$ cat src/shared/pwmc_pkg.sv
/*
  Package for the pulse width measurement channel: register map, field
  positions, reset values, the mode register layout and the channel states.
  Assumes a 32-bit APB register bus with one aligned word per register.
*/
package pwmc_pkg;

  // Register byte offsets.
  localparam logic [7:0] PWMC_OFS_UNIT_EN = 8'h00;
  localparam logic [7:0] PWMC_OFS_CLK_SEL = 8'h04;
  localparam logic [7:0] PWMC_OFS_MODE = 8'h08;
  localparam logic [7:0] PWMC_OFS_START = 8'h0c;
  localparam logic [7:0] PWMC_OFS_STOP = 8'h10;
  localparam logic [7:0] PWMC_OFS_EN_STAT = 8'h14;
  localparam logic [7:0] PWMC_OFS_COUNTER = 8'h18;
  localparam logic [7:0] PWMC_OFS_DATA = 8'h1c;
  localparam logic [7:0] PWMC_OFS_STATUS = 8'h20;
  localparam logic [7:0] PWMC_OFS_IN_SWITCH = 8'h24;

  // Field positions.
  localparam int PWMC_BIT_UNIT_EN = 0;
  localparam int PWMC_BIT_TRIGGER = 0;
  localparam int PWMC_BIT_EN_STAT = 0;
  localparam int PWMC_BIT_OVF = 0;
  localparam int PWMC_BIT_LIN_SW = 1;
  localparam int PWMC_SEL_W = 4;
  localparam int PWMC_NUM_CLK = 4;
  localparam int PWMC_CNT_W = 16;

  // Reset and constant values.
  localparam logic [15:0] PWMC_CNT_ZERO = 16'h0000;
  localparam logic [15:0] PWMC_CNT_ONE = 16'h0001;
  localparam logic [15:0] PWMC_CNT_MAX = 16'hffff;
  localparam logic [15:0] PWMC_PRE_ONE = 16'h0001;
  localparam logic [15:0] PWMC_CLK_SEL_RST = 16'h0000;

  // Mode register layout, bits 15..0 of the word.
  typedef struct packed {
    logic [1:0] channel_clock_select;  // Bits 15:14.
    logic [1:0] rsvd_a;
    logic master_select_bit;           // Bit 11.
    logic [2:0] rsvd_b;
    logic edge_select_hi;              // Bit 7.
    logic edge_select_lo;              // Bit 6.
    logic [5:0] rsvd_c;
  } pwmc_mode_s;

  localparam pwmc_mode_s PWMC_MODE_RST = '0;

  typedef enum logic [1:0] {
    PWMC_ST_STOPPED,
    PWMC_ST_WAIT_START,
    PWMC_ST_MEASURE
  } pwmc_state_e;

endpackage : pwmc_pkg

$ cat src/hw/pwmc_channel.sv
/*
  One timer channel measuring the high or low width of an input signal,
  with its unit clock enable, count clock prescaler and APB register file.
  Assumes pclk at 20 MHz, an APB master on the same clock and asynchronous
  pin inputs, which are synchronised here before use.
*/
// Design decisions made here: the APB register port and the register addresses.
// How it works
// - Width equals count period times overflow times 10000H plus capture plus one.
// - The input is sampled on the channel's selected operating clock tick.
// - Counter counts up; start trigger sets enable status and waits for start edge.
// - On the start edge the counter restarts from 0000H on count ticks.
// - High width starts rising, captures falling; low width is the reverse.
// - On the capture edge the count goes to the data register with an interrupt.
// - Each capture sets the overflow flag if the counter wrapped, else clears it.
// - After capture the counter holds capture plus one and waits for a new start.
// - Several overflows still only set the overflow flag to one.
// - Edge select 10B measures low width, 11B measures high width.
// - Without the unit clock enable, writes other than to the unit enable are ignored; channel stays stopped.
// - The clock select register sets the four selectable count clock rates.
// - The master select bit exists only on channels 2, 4 and 6.
// - The start trigger clears itself after being written with one.
// - Stop trigger clears enable status, halts counting, keeps counter and overflow.
`timescale 1ns/100ps
module pwmc_channel
  import pwmc_pkg::*;
#(
  parameter int CHANNEL_ID = 2
) (
  input wire logic pclk,
  input wire logic presetn,
  input wire logic psel,
  input wire logic penable,
  input wire logic pwrite,
  input wire logic [7:0] paddr,
  input wire logic [31:0] pwdata,
  output logic [31:0] prdata,
  output logic pready,
  output logic pslverr,
  input wire logic timer_input_pin,
  input wire logic uart_receive_line,
  output logic channel_interrupt
);

  // Channels outside 0..7 do not exist in the unit.
  if (CHANNEL_ID < 0 || CHANNEL_ID > 7) begin : g_bad_channel
    $error("pwmc_channel: CHANNEL_ID must lie in 0..7");
  end

  // The clock select fields and the mode layout must each fill one 16-bit field.
  if ((PWMC_NUM_CLK * PWMC_SEL_W != PWMC_CNT_W) ||
      ($bits(pwmc_mode_s) != PWMC_CNT_W)) begin : g_bad_layout
    $error("pwmc_channel: clock select and mode layouts must be 16 bits wide");
  end

  localparam bit HAS_MASTER = (CHANNEL_ID == 2) || (CHANNEL_ID == 4) || (CHANNEL_ID == 6);

  // Decodes whether an offset belongs to the register map.
  function automatic logic pwmc_mapped(input logic [7:0] ofs);
    case (ofs)
      PWMC_OFS_UNIT_EN, PWMC_OFS_CLK_SEL, PWMC_OFS_MODE, PWMC_OFS_START,
      PWMC_OFS_STOP, PWMC_OFS_EN_STAT, PWMC_OFS_COUNTER, PWMC_OFS_DATA,
      PWMC_OFS_STATUS, PWMC_OFS_IN_SWITCH: pwmc_mapped = 1'b1;
      default: pwmc_mapped = 1'b0;
    endcase
  endfunction : pwmc_mapped

  // These hold the state of the channel and its register file.
  logic unit_en_ff;
  logic [15:0] clk_sel_ff;
  pwmc_mode_s mode_ff;
  logic lin_input_switch_bit_ff;
  logic channel_enable_status_ff;
  pwmc_state_e state_ff;
  logic [15:0] channel_counter_ff;
  logic [15:0] channel_data_register_ff;
  logic overflow_flag_ff;
  logic ovf_seen_ff;
  logic channel_interrupt_ff;
  logic [15:0] prescale_ff;
  logic [1:0] pin_sync_ff;
  logic [1:0] rxd_sync_ff;
  logic sample_ff;
  logic sample_prev_ff;
  logic pready_ff;
  logic [31:0] prdata_ff;
  logic pslverr_ff;
  // These are decoded from the state and the bus in every cycle.
  logic [PWMC_NUM_CLK-1:0] clk_tick;
  logic op_tick;
  logic wr_fire;
  logic start_wr;
  logic stop_wr;
  logic rise_edge;
  logic fall_edge;
  logic start_edge;
  logic capture_edge;
  logic measure_on;
  logic [31:0] nxt_rdata;
  pwmc_mode_s wr_mode;
  logic meas_in;

  // Completing APB write; writes other than the unit enable need the unit clock.
  assign wr_fire = psel && penable && pready_ff && pwrite;
  assign start_wr = wr_fire && unit_en_ff && (paddr == PWMC_OFS_START) &&
                    pwdata[PWMC_BIT_TRIGGER];
  assign stop_wr = wr_fire && unit_en_ff && (paddr == PWMC_OFS_STOP) &&
                   pwdata[PWMC_BIT_TRIGGER];

  // Write data seen through the mode layout, so no bit position is spelled out.
  assign wr_mode = pwdata[PWMC_CNT_W-1:0];

  // Peripheral clock enable of the unit.
  always_ff @(posedge pclk or negedge presetn) begin
    if (!presetn) begin
      unit_en_ff <= 1'b0;
    end else if (wr_fire && paddr == PWMC_OFS_UNIT_EN) begin
      unit_en_ff <= pwdata[PWMC_BIT_UNIT_EN];
    end
  end

  // Configuration registers; they return to reset values while the unit is off.
  always_ff @(posedge pclk or negedge presetn) begin
    if (!presetn) begin
      clk_sel_ff <= PWMC_CLK_SEL_RST;
      mode_ff <= PWMC_MODE_RST;
      lin_input_switch_bit_ff <= 1'b0;
    end else if (!unit_en_ff) begin
      clk_sel_ff <= PWMC_CLK_SEL_RST;
      mode_ff <= PWMC_MODE_RST;
      lin_input_switch_bit_ff <= 1'b0;
    end else if (wr_fire) begin
      if (paddr == PWMC_OFS_CLK_SEL) begin
        clk_sel_ff <= pwdata[15:0];
      end
      if (paddr == PWMC_OFS_MODE) begin
        mode_ff <= wr_mode;
        mode_ff.rsvd_a <= '0;
        mode_ff.rsvd_b <= '0;
        mode_ff.rsvd_c <= '0;
        mode_ff.master_select_bit <= HAS_MASTER && wr_mode.master_select_bit;
      end
      if (paddr == PWMC_OFS_IN_SWITCH) begin
        lin_input_switch_bit_ff <= pwdata[PWMC_BIT_LIN_SW];
      end
    end
  end

  // Free running prescaler; it only runs while the unit receives its clock.
  always_ff @(posedge pclk or negedge presetn) begin
    if (!presetn) begin
      prescale_ff <= PWMC_CNT_ZERO;
    end else if (!unit_en_ff) begin
      prescale_ff <= PWMC_CNT_ZERO;
    end else begin
      prescale_ff <= prescale_ff + PWMC_PRE_ONE;
    end
  end

  // Each selectable count clock ticks once every 2**field pclk cycles.
  for (genvar k = 0; k < PWMC_NUM_CLK; k++) begin : g_tick
    logic [15:0] mask;
    assign mask = (PWMC_PRE_ONE << clk_sel_ff[k*PWMC_SEL_W +: PWMC_SEL_W]) - PWMC_PRE_ONE;
    assign clk_tick[k] = unit_en_ff && ((prescale_ff & mask) == mask);
  end

  assign op_tick = clk_tick[mode_ff.channel_clock_select];

  // Two-stage synchronisers for both candidate inputs.
  always_ff @(posedge pclk or negedge presetn) begin
    if (!presetn) begin
      pin_sync_ff <= 2'h0;
      rxd_sync_ff <= 2'h0;
    end else begin
      pin_sync_ff <= {pin_sync_ff[0], timer_input_pin};
      rxd_sync_ff <= {rxd_sync_ff[0], uart_receive_line};
    end
  end

  // Source of the measured signal; only the second synchroniser stages are read.
  assign meas_in = lin_input_switch_bit_ff ? rxd_sync_ff[1] : pin_sync_ff[1];

  // The measured signal is sampled only on the operating clock, which costs up
  // to one operating clock of accuracy but keeps edges aligned to count ticks.
  // While the unit is off both samples follow the input, so enabling makes no edge.
  always_ff @(posedge pclk or negedge presetn) begin
    if (!presetn) begin
      sample_ff <= 1'b0;
      sample_prev_ff <= 1'b0;
    end else if (!unit_en_ff) begin
      sample_ff <= meas_in;
      sample_prev_ff <= meas_in;
    end else if (op_tick) begin
      sample_ff <= meas_in;
      sample_prev_ff <= sample_ff;
    end
  end

  // Edge decode; only edge select 1x is a width measurement.
  assign rise_edge = sample_ff && !sample_prev_ff;
  assign fall_edge = !sample_ff && sample_prev_ff;
  assign measure_on = mode_ff.edge_select_hi;
  assign start_edge = op_tick && measure_on &&
                      (mode_ff.edge_select_lo ? rise_edge : fall_edge);
  assign capture_edge = op_tick && measure_on &&
                        (mode_ff.edge_select_lo ? fall_edge : rise_edge);

  // Enable status: the trigger bits are not stored, so they read back as zero.
  always_ff @(posedge pclk or negedge presetn) begin
    if (!presetn) begin
      channel_enable_status_ff <= 1'b0;
    end else if (!unit_en_ff || stop_wr) begin
      channel_enable_status_ff <= 1'b0;
    end else if (start_wr) begin
      channel_enable_status_ff <= 1'b1;
    end
  end

  // Channel sequence; a start while enabled is ignored rather than restarting.
  always_ff @(posedge pclk or negedge presetn) begin
    if (!presetn) begin
      state_ff <= PWMC_ST_STOPPED;
    end else if (!unit_en_ff || stop_wr) begin
      state_ff <= PWMC_ST_STOPPED;
    end else begin
      case (state_ff)
        PWMC_ST_STOPPED: begin
          if (start_wr) begin
            state_ff <= PWMC_ST_WAIT_START;
          end
        end
        PWMC_ST_WAIT_START: begin
          if (start_edge) begin
            state_ff <= PWMC_ST_MEASURE;
          end
        end
        PWMC_ST_MEASURE: begin
          if (capture_edge) begin
            state_ff <= PWMC_ST_WAIT_START;
          end
        end
        default: begin
          state_ff <= PWMC_ST_STOPPED;
        end
      endcase
    end
  end

  // Up-counter: cleared at the start edge, counts ticks, holds while waiting.
  always_ff @(posedge pclk or negedge presetn) begin
    if (!presetn) begin
      channel_counter_ff <= PWMC_CNT_ZERO;
    end else if (!unit_en_ff) begin
      channel_counter_ff <= PWMC_CNT_ZERO;
    end else if (stop_wr) begin
      channel_counter_ff <= channel_counter_ff;
    end else if (state_ff == PWMC_ST_WAIT_START && start_edge) begin
      channel_counter_ff <= PWMC_CNT_ZERO;
    end else if (state_ff == PWMC_ST_MEASURE && op_tick) begin
      channel_counter_ff <= channel_counter_ff + PWMC_CNT_ONE;
    end
  end

  // Overflow seen during the current measurement; sticky, so repeated wraps
  // collapse into one and the width becomes ambiguous.
  always_ff @(posedge pclk or negedge presetn) begin
    if (!presetn) begin
      ovf_seen_ff <= 1'b0;
    end else if (!unit_en_ff) begin
      ovf_seen_ff <= 1'b0;
    end else if (state_ff == PWMC_ST_WAIT_START && start_edge) begin
      ovf_seen_ff <= 1'b0;
    end else if (state_ff == PWMC_ST_MEASURE && op_tick && !capture_edge &&
                 channel_counter_ff == PWMC_CNT_MAX) begin
      ovf_seen_ff <= 1'b1;
    end
  end

  // Capture of count and overflow; width = tick*(ovf*10000H + data + 1).
  always_ff @(posedge pclk or negedge presetn) begin
    if (!presetn) begin
      channel_data_register_ff <= PWMC_CNT_ZERO;
      overflow_flag_ff <= 1'b0;
    end else if (!unit_en_ff) begin
      channel_data_register_ff <= PWMC_CNT_ZERO;
      overflow_flag_ff <= 1'b0;
    end else if (!stop_wr && state_ff == PWMC_ST_MEASURE && capture_edge) begin
      channel_data_register_ff <= channel_counter_ff;
      overflow_flag_ff <= ovf_seen_ff;
    end
  end

  // Interrupt pulse raised the cycle after the capture edge, one pclk long.
  always_ff @(posedge pclk or negedge presetn) begin
    if (!presetn) begin
      channel_interrupt_ff <= 1'b0;
    end else begin
      channel_interrupt_ff <= unit_en_ff && !stop_wr && state_ff == PWMC_ST_MEASURE &&
                              capture_edge;
    end
  end

  assign channel_interrupt = channel_interrupt_ff;

  // Read multiplexer; reserved bits read as zero.
  always_comb begin
    nxt_rdata = 32'h0000_0000;
    case (paddr)
      PWMC_OFS_UNIT_EN: nxt_rdata[PWMC_BIT_UNIT_EN] = unit_en_ff;
      PWMC_OFS_CLK_SEL: nxt_rdata[15:0] = clk_sel_ff;
      PWMC_OFS_MODE: nxt_rdata[15:0] = mode_ff;
      PWMC_OFS_EN_STAT: nxt_rdata[PWMC_BIT_EN_STAT] = channel_enable_status_ff;
      PWMC_OFS_COUNTER: nxt_rdata[15:0] = channel_counter_ff;
      PWMC_OFS_DATA: nxt_rdata[15:0] = channel_data_register_ff;
      PWMC_OFS_STATUS: nxt_rdata[PWMC_BIT_OVF] = overflow_flag_ff;
      PWMC_OFS_IN_SWITCH: nxt_rdata[PWMC_BIT_LIN_SW] = lin_input_switch_bit_ff;
      default: nxt_rdata = 32'h0000_0000;
    endcase
  end

  // One wait state per access so read data comes from a flip-flop.
  always_ff @(posedge pclk or negedge presetn) begin
    if (!presetn) begin
      pready_ff <= 1'b0;
      prdata_ff <= 32'h0000_0000;
      pslverr_ff <= 1'b0;
    end else if (psel && penable && !pready_ff) begin
      pready_ff <= 1'b1;
      prdata_ff <= pwrite ? 32'h0000_0000 : nxt_rdata;
      pslverr_ff <= !pwmc_mapped(paddr);
    end else begin
      pready_ff <= 1'b0;
      pslverr_ff <= 1'b0;
    end
  end

  assign pready = pready_ff;
  assign prdata = prdata_ff;
  assign pslverr = pslverr_ff;

endmodule : pwmc_channel

$ cat config.mk
export PLATFORM = sky130hd
export DESIGN_NAME = pwmc_channel
export DESIGN_NICKNAME = d
export VERILOG_FILES = /design/src/shared/pwmc_pkg.sv /design/src/hw/pwmc_channel.sv
export SDC_FILE = /design/constraint.sdc
export NUM_CORES = 1
export LEC_CHECK = 0
export BUFFER_PORTS_ARGS = -buffer_cell sky130_fd_sc_hd__buf_2
export CORE_MARGIN = 2
export CORE_UTILIZATION = 25
export CTS_CLUSTER_DIAMETER = 30
export DETAILED_ROUTE_END_ITERATION = 10
export PLACE_DENSITY = 0.42
export RECOVER_POWER = 50
export REMOVE_ABC_BUFFERS = 1
export SLEW_MARGIN = 30
export SYNTH_ARGS = -nofsm -noshare
export SYNTH_HDL_FRONTEND = slang
export SYNTH_SLANG_ARGS = --single-unit
$ cat constraint.sdc
create_clock -name pclk -period 4.6 [get_ports pclk]
set_clock_uncertainty 0.05 [all_clocks]
set_input_delay 0.46 -clock pclk [delete_from_list [all_inputs] [get_ports pclk]]
set_output_delay 0.46 -clock pclk [all_outputs]
set_load 0.05 [all_outputs]
Yosys cells after proc, flatten, opt, wreduce, memory -nomap -nowiden
Index checks and enable logic that the tools add are counted.

Input port bits: 47. Logic and storage cells: 158. Output and inout bits: 35. Bits in registers: 128.

Reductions and logical operators: 45. Eq/ne operators: 28. Bitwise logic cells: 4. Shift operators: 4. Magnitude comparators: 1. $add $sub $neg: 6. Muxes and demuxes: 45.

Operators by type and width (count): 16-bit two-way mux (14); 16-bit bitwise AND (4); 16-bit equality test (4); 1-bit by 4-bit left shift with 16-bit output, first input constant (4); 16-bit by 1-bit subtractor with 16-bit output, second input constant (4); 14-bit one-hot mux with 4 select lines (1); 16-bit by 1-bit adder with 16-bit output, second input constant (2); 8-bit by 5-bit equality test with 1-bit output, second input constant (4); 1-bit logical AND (28); 1-bit two-way mux (22); 16-bit equality test, second input constant (1); 8-bit by 4-bit equality test with 1-bit output, second input constant (2); 8-bit by 6-bit equality test with 1-bit output, second input constant (2); 2-bit by 1-bit inequality test with 1-bit output, second input constant (6); 10-bit OR reduction (1); 3-bit inequality test, second input constant (3); 8-bit by 3-bit equality test with 1-bit output, second input constant (1); 8-bit logical NOT (1); 2-bit two-way mux (4); 2-bit AND reduction (4); 1-bit logical NOT (7); 1-bit one-hot mux with 7 select lines (1); 3-bit by 1-bit inequality test with 1-bit output, second input constant (2); 2-bit one-hot mux with 3 select lines (1); other kinds (10) (10).

Logic depth before layout (Yosys ltp)
Depth after elaboration: 15. Gate-level depth with buffers: 17. Depth with buffers taken out: 11.

Least setup slack after synthesis
OpenSTA, ideal clock, no wires.

Kind: reg2reg. Start point: register clk_sel_ff[11]. End point: register channel_data_register_ff[15]. Stages on the path, launching flop included: 16. Slack: 1.039 ns. Library setup time: 0.079 ns. Buffers on the path: 5. Period minus slack after synthesis: 3.561 ns. Data arrival time: 3.431 ns. Data required time: 4.471 ns. Cell sequence: dfrtp_1 -> clkbuf_1 -> or4_1 -> ha_1 -> buf_2 -> or3b_1 -> a211oi_1 -> a2111o_1 -> a2111oi_0 -> a22oi_1 -> and2_1 -> buf_6 -> nor3_2 -> buf_4 -> buf_8 -> mux2i_1.

Cells in the longest elaborated chain, start to end: 11.

Ends and longest elaborated chain: from (decl) (RTL line pwmc_channel.sv:70) `logic [15:0] clk_sel_ff;`; from (signal assigned) (RTL line pwmc_channel.sv:134) `clk_sel_ff <= pwdata[15:0];`; 1-bit by 4-bit left shift with 16-bit output (*) (RTL line pwmc_channel.sv:163) `assign mask = (PWMC_PRE_ONE << clk_sel_ff[k*PWMC_SEL_W +: PWMC_SEL_W]) - PWMC_PRE_ONE;`; 16-bit by 1-bit subtractor with 16-bit output (*) (RTL line pwmc_channel.sv:163); 16-bit bitwise AND (RTL line pwmc_channel.sv:164) `assign clk_tick[k] = unit_en_ff && ((prescale_ff & mask) == mask);`; 16-bit equality test (*) (RTL line pwmc_channel.sv:164); 1-bit logical AND (*) (RTL line pwmc_channel.sv:164); 1-bit binary-select mux with 2-bit select (*) (RTL line pwmc_channel.sv:167) `assign op_tick = clk_tick[mode_ff.channel_clock_select];`; 1-bit two-way mux (not written as such) (*) (RTL line pwmc_channel.sv:167); 1-bit logical AND (*) (2 in series) (RTL line pwmc_channel.sv:205) `assign capture_edge = op_tick && measure_on &&`; 1-bit logical AND (*) (RTL line pwmc_channel.sv:287) `end else if (!stop_wr && state_ff == PWMC_ST_MEASURE && capture_edge) begin`; 2-bit by 1-bit inequality test with 1-bit output (no line) (*); to (signal assigned) (RTL line pwmc_channel.sv:288) `channel_data_register_ff <= channel_counter_ff;`; to (decl) (RTL line pwmc_channel.sv:76) `logic [15:0] channel_data_register_ff;`.

Mark *: on every way between the ends. The rest lies on a longest branch, timed or not. The select of a mux whose other input is x is not followed. A chain may end at the register's enable or synchronous reset.

Worst setup path after layout
Start point: register clk_sel_ff[8]. End point: register channel_counter_ff[1].

Cells in the longest elaborated chain, start to end: 13. Elaborated cells on any way between the ends: 16. Those cells by class: 1 x add/sub; 2 x eq/ne; 1 x shift; 5 x mux; 1 x bitwise; 6 x reduce/logical.

Ends and longest elaborated chain: 1-bit by 4-bit left shift with 16-bit output (*) (RTL line pwmc_channel.sv:163); 16-bit by 1-bit subtractor with 16-bit output (*) (RTL line pwmc_channel.sv:163); 16-bit bitwise AND (RTL line pwmc_channel.sv:164); 16-bit equality test (*) (RTL line pwmc_channel.sv:164); 1-bit logical AND (*) (RTL line pwmc_channel.sv:164); 1-bit binary-select mux with 2-bit select (*) (RTL line pwmc_channel.sv:167); 1-bit two-way mux (not written as such) (*) (RTL line pwmc_channel.sv:167); 1-bit logical AND (2 in series) (RTL line pwmc_channel.sv:203) `assign start_edge = op_tick && measure_on &&`; 1-bit logical AND (RTL line pwmc_channel.sv:257) `end else if (state_ff == PWMC_ST_WAIT_START && start_edge) begin`; 16-bit two-way mux (RTL line pwmc_channel.sv:257); 16-bit two-way mux (RTL line pwmc_channel.sv:255) `end else if (stop_wr) begin`; 16-bit two-way mux (RTL line pwmc_channel.sv:253) `end else if (!unit_en_ff) begin`; to (signal assigned) (RTL line pwmc_channel.sv:256) `channel_counter_ff <= channel_counter_ff;`; to (signal assigned) (RTL line pwmc_channel.sv:260) `channel_counter_ff <= channel_counter_ff + PWMC_CNT_ONE;`; to (decl) (RTL line pwmc_channel.sv:75) `logic [15:0] channel_counter_ff;`.

Marks and branches as above.

==> results.toml <==
[run_status]
status = "finished, violations left"
violations = "max-capacitance violations, max-slew violations"

[layout]
area_growth_pct = 11.9
drive_gt1_frac = 0.130
seq_area_um2 = 2500
design_area_um2 = 7210
final_util = 0.286
final_common_cell = "nand2_1"
layout.cells.non_filler = 1115
multi_input_area_um2 = 3480
fin_nets = 833
final_cell_mix = "105 x nand2_1, 100 x dfrtp_1, 65 x nor2_1, 51 x a21oi_1, 47 x buf_2"
nFillCells = 2756
diodes = 0

[critical_path]
r2r_cells = 11
worstPathArrival_ps = 4100
crit_type = "reg -> reg"
crit_required_ps = 4790
timing.rr.end = "channel_counter_ff[1]"
r2r_start = "clk_sel_ff[8]"
regToRegSetupSlack_ps = 680
path_max_fanout = 14
startpoint_type = "register"
cp-end-kind = "register"

[timing]
setup_viol = 0
hold_viol = 0
period_share = 0.852
fin_crit_ps = 3920
relSlewSlack = -1.25
fmax_ghz = 0.255
rsz0062_at_grt = "no"
drv_slew = 112
worst_pin_slew_ps = 3380
holdWs_ps = 141
setup_tns_ps = 0

[grt]
grt_overflow_total = 0
grt_util_all_layers = 0.152
grt_pass1_wl_mm = 31.8
grt_max_degree = 72
grt_pass1_vias = 5522
antenna_found_initial = 0

[clocking]
clockBufferDepth = 2
cts_made_buffers = 9
worstSkewPairLatency_ps = 370
cts_tree = "yes"
root_buffer = "clkbuf_16"
ctsResizeCount = 0
cts_hold_buf = 0
h-tree-depth = 3
cts_setup_buffers = 0
clk_pin_slew_ps = 80
clock-sinks = 100

[routing]
antenna_left = 0
initialDrtViolationCount = 454
routed_wl_mm = 19.9
routedWlPerCell_um = 17.8
drc = 0
via_per_inst = 5.04
drtPass1Iterations = 5
vias = 5617

[synth]
avgSynthCellArea_um2 = 8.42
synth_seq_area_share = 0.388
synth_cell_type_count = 71
synth_seq_cells = 100
synth_cells = 765
synth_edf_count = 0
async_flop_share = 1.00
syn_area_um2 = 6440
synthFlopType = "dfrtp_1"
yosys_warnings = 0

[placed_design]
globalplace.congestion = 0.757
dp_hpwl_mm = 13.8
placed_cell_area_um2 = 6920
port_buffers = 49
dp.cells = 1099

[die]
ios = 82
start_util = 0.255
die_h_um = 165
coreArea_um2 = 25300
fp.dieW_um = 165
row_count = 58
fp.dieArea_um2 = 27100

[pwr]
sw_frac_of_total = 0.271
power.internal_mw = 1.28
power.density_nw_per_um2 = 244
seqPwrFrac = 0.503
combPwrFrac = 0.053
clockPowerShare = 0.444
p_switching_mw = 0.476
leakage_nw = 2.72
ir_drop_mv = 0.137

[min_path]
hp-class = "in -> reg"
min_to = "rxd_sync_ff[0]"
hold_path_depth = 1
min-delay-start = "uart_receive_line"

[run]
maxCapViolations = 2
-- how the worst max path moves through the flow --
stage	start	to	slack [ps]	cells past startpoint
after floorplan	clk_sel_ff[11]	channel_data_register_ff[0]	180	10
after global placement	clk_sel_ff[13]	channel_counter_ff[1]	650	12
after detailed placement	clk_sel_ff[13]	channel_counter_ff[1]	690	12
after CTS	clk_sel_ff[8]	channel_counter_ff[1]	670	11
after global routing	presetn	prescale_ff[2]	190	2
final	clk_sel_ff[8]	channel_counter_ff[1]	680	11
-- state kept, by name, indices dropped and copies added (netlist names), 2 cells and up --
signal                    count
channel_counter_ff           16
channel_data_register_ff     16
clk_sel_ff                   16
prdata                       16
prescale_ff                  15
mode_ff                       4
pin_sync_ff                   2
rxd_sync_ff                   2
state_ff                      2
-- through the flow --
stage / setup slack, ps / power [mW]
global placement: 648 / 0.998
floorplan: 177 / 0.945
detailed placement: 689 / 0.998
CTS: 672 / 1.79
global route: 188 / 1.82
finish: 682 / 1.76
-- per-layer routing --
layer	track usage	up-vias	wire [um]
met5	0	-	0
met4	0.0292	0	201
met3	0.0311	15	600
met2	0.255	78	9790
met1	0.205	2805	9300
li1	-	2719	-
-- power groups by stage --
stage	combinational [mW]	clock [mW]	sequential, mW
floorplan	0.0407	0	0.905
global placement	0.0965	0	0.901
detailed placement	0.0966	0	0.901
CTS	0.0967	0.806	0.883
global route	0.102	0.835	0.884
finish	0.0933	0.779	0.884
-- Yosys cell counts, types with 4 or more instances --
cell / n / area share
nand2_1: 105 / 0.061
dfrtp_1: 100 / 0.39
nor2_1: 65 / 0.038
a21oi_1: 51 / 0.040
clkbuf_1: 48 / 0.028
o21ai_0: 41 / 0.032
mux2i_1: 38 / 0.059
inv_1: 31 / 0.018
nand3_1: 19 / 0.015
buf_4: 17 / 0.020
xnor2_1: 17 / 0.023
nand4_1: 14 / 0.014
nor3_1: 14 / 0.011
buf_2: 11 / 0.0085
nor4_1: 10 / 0.0097
o31ai_1: 10 / 0.012
xor2_1: 10 / 0.014
a211oi_1: 9 / 0.010
and3_1: 9 / 0.0087
or4_1: 9 / 0.010
and2_1: 7 / 0.0068
nor2b_1: 7 / 0.0068
o211ai_1: 7 / 0.0082
a2111oi_2: 6 / 0.014
ha_1: 6 / 0.012
o21bai_1: 6 / 0.0070
o22ai_1: 6 / 0.0058
or3_1: 6 / 0.0058
a222oi_1: 5 / 0.0078
nand2b_1: 5 / 0.0049
nand4b_1: 5 / 0.0068
nor4b_1: 5 / 0.0068
or3b_2: 5 / 0.0068
o21ba_2: 4 / 0.0062
o32ai_1: 4 / 0.0054
-- critical path, cell delays in order, from the launching register on --
cell and delay, ps:
dfrtp_1 550, or4_1 540, ha_1 330, or3b_1 200, a211oi_1 60, a2111o_1 410, a2111oi_0 370, a22oi_1 220
and2_1 210, o21ai_1 490, buf_4 280, o31ai_1 80
-- cell families (layout without fill, tap and decap cells) --
family                   count (synthesis)  after routing  share of synthesized area
XOR/XNOR                                27             27                     0.0367
adder cells (fa/ha/maj)                  6              6                     0.0116
flip-flops                             100            100                      0.388
AND/OR/NAND/NOR                        298            298                      0.229
multiplexers                            41             41                     0.0643
buffers and inverters                  112            117                     0.0808
other                                    1             16                   0.000582
AO/OA/AOI/OAI                          180            180                      0.189
-- final cells by class --
cell class / count / share of cell area
timing repair buffer: 69 / 0.0543
tap: 330 / 0.0573
clock inverter: 7 / 0.0102
sequential: 100 / 0.347
clock buffer: 9 / 0.0312
multi-input combinational: 568 / 0.483
inverter: 32 / 0.0167
No activity file was read; power rests on OpenSTA's default activity.
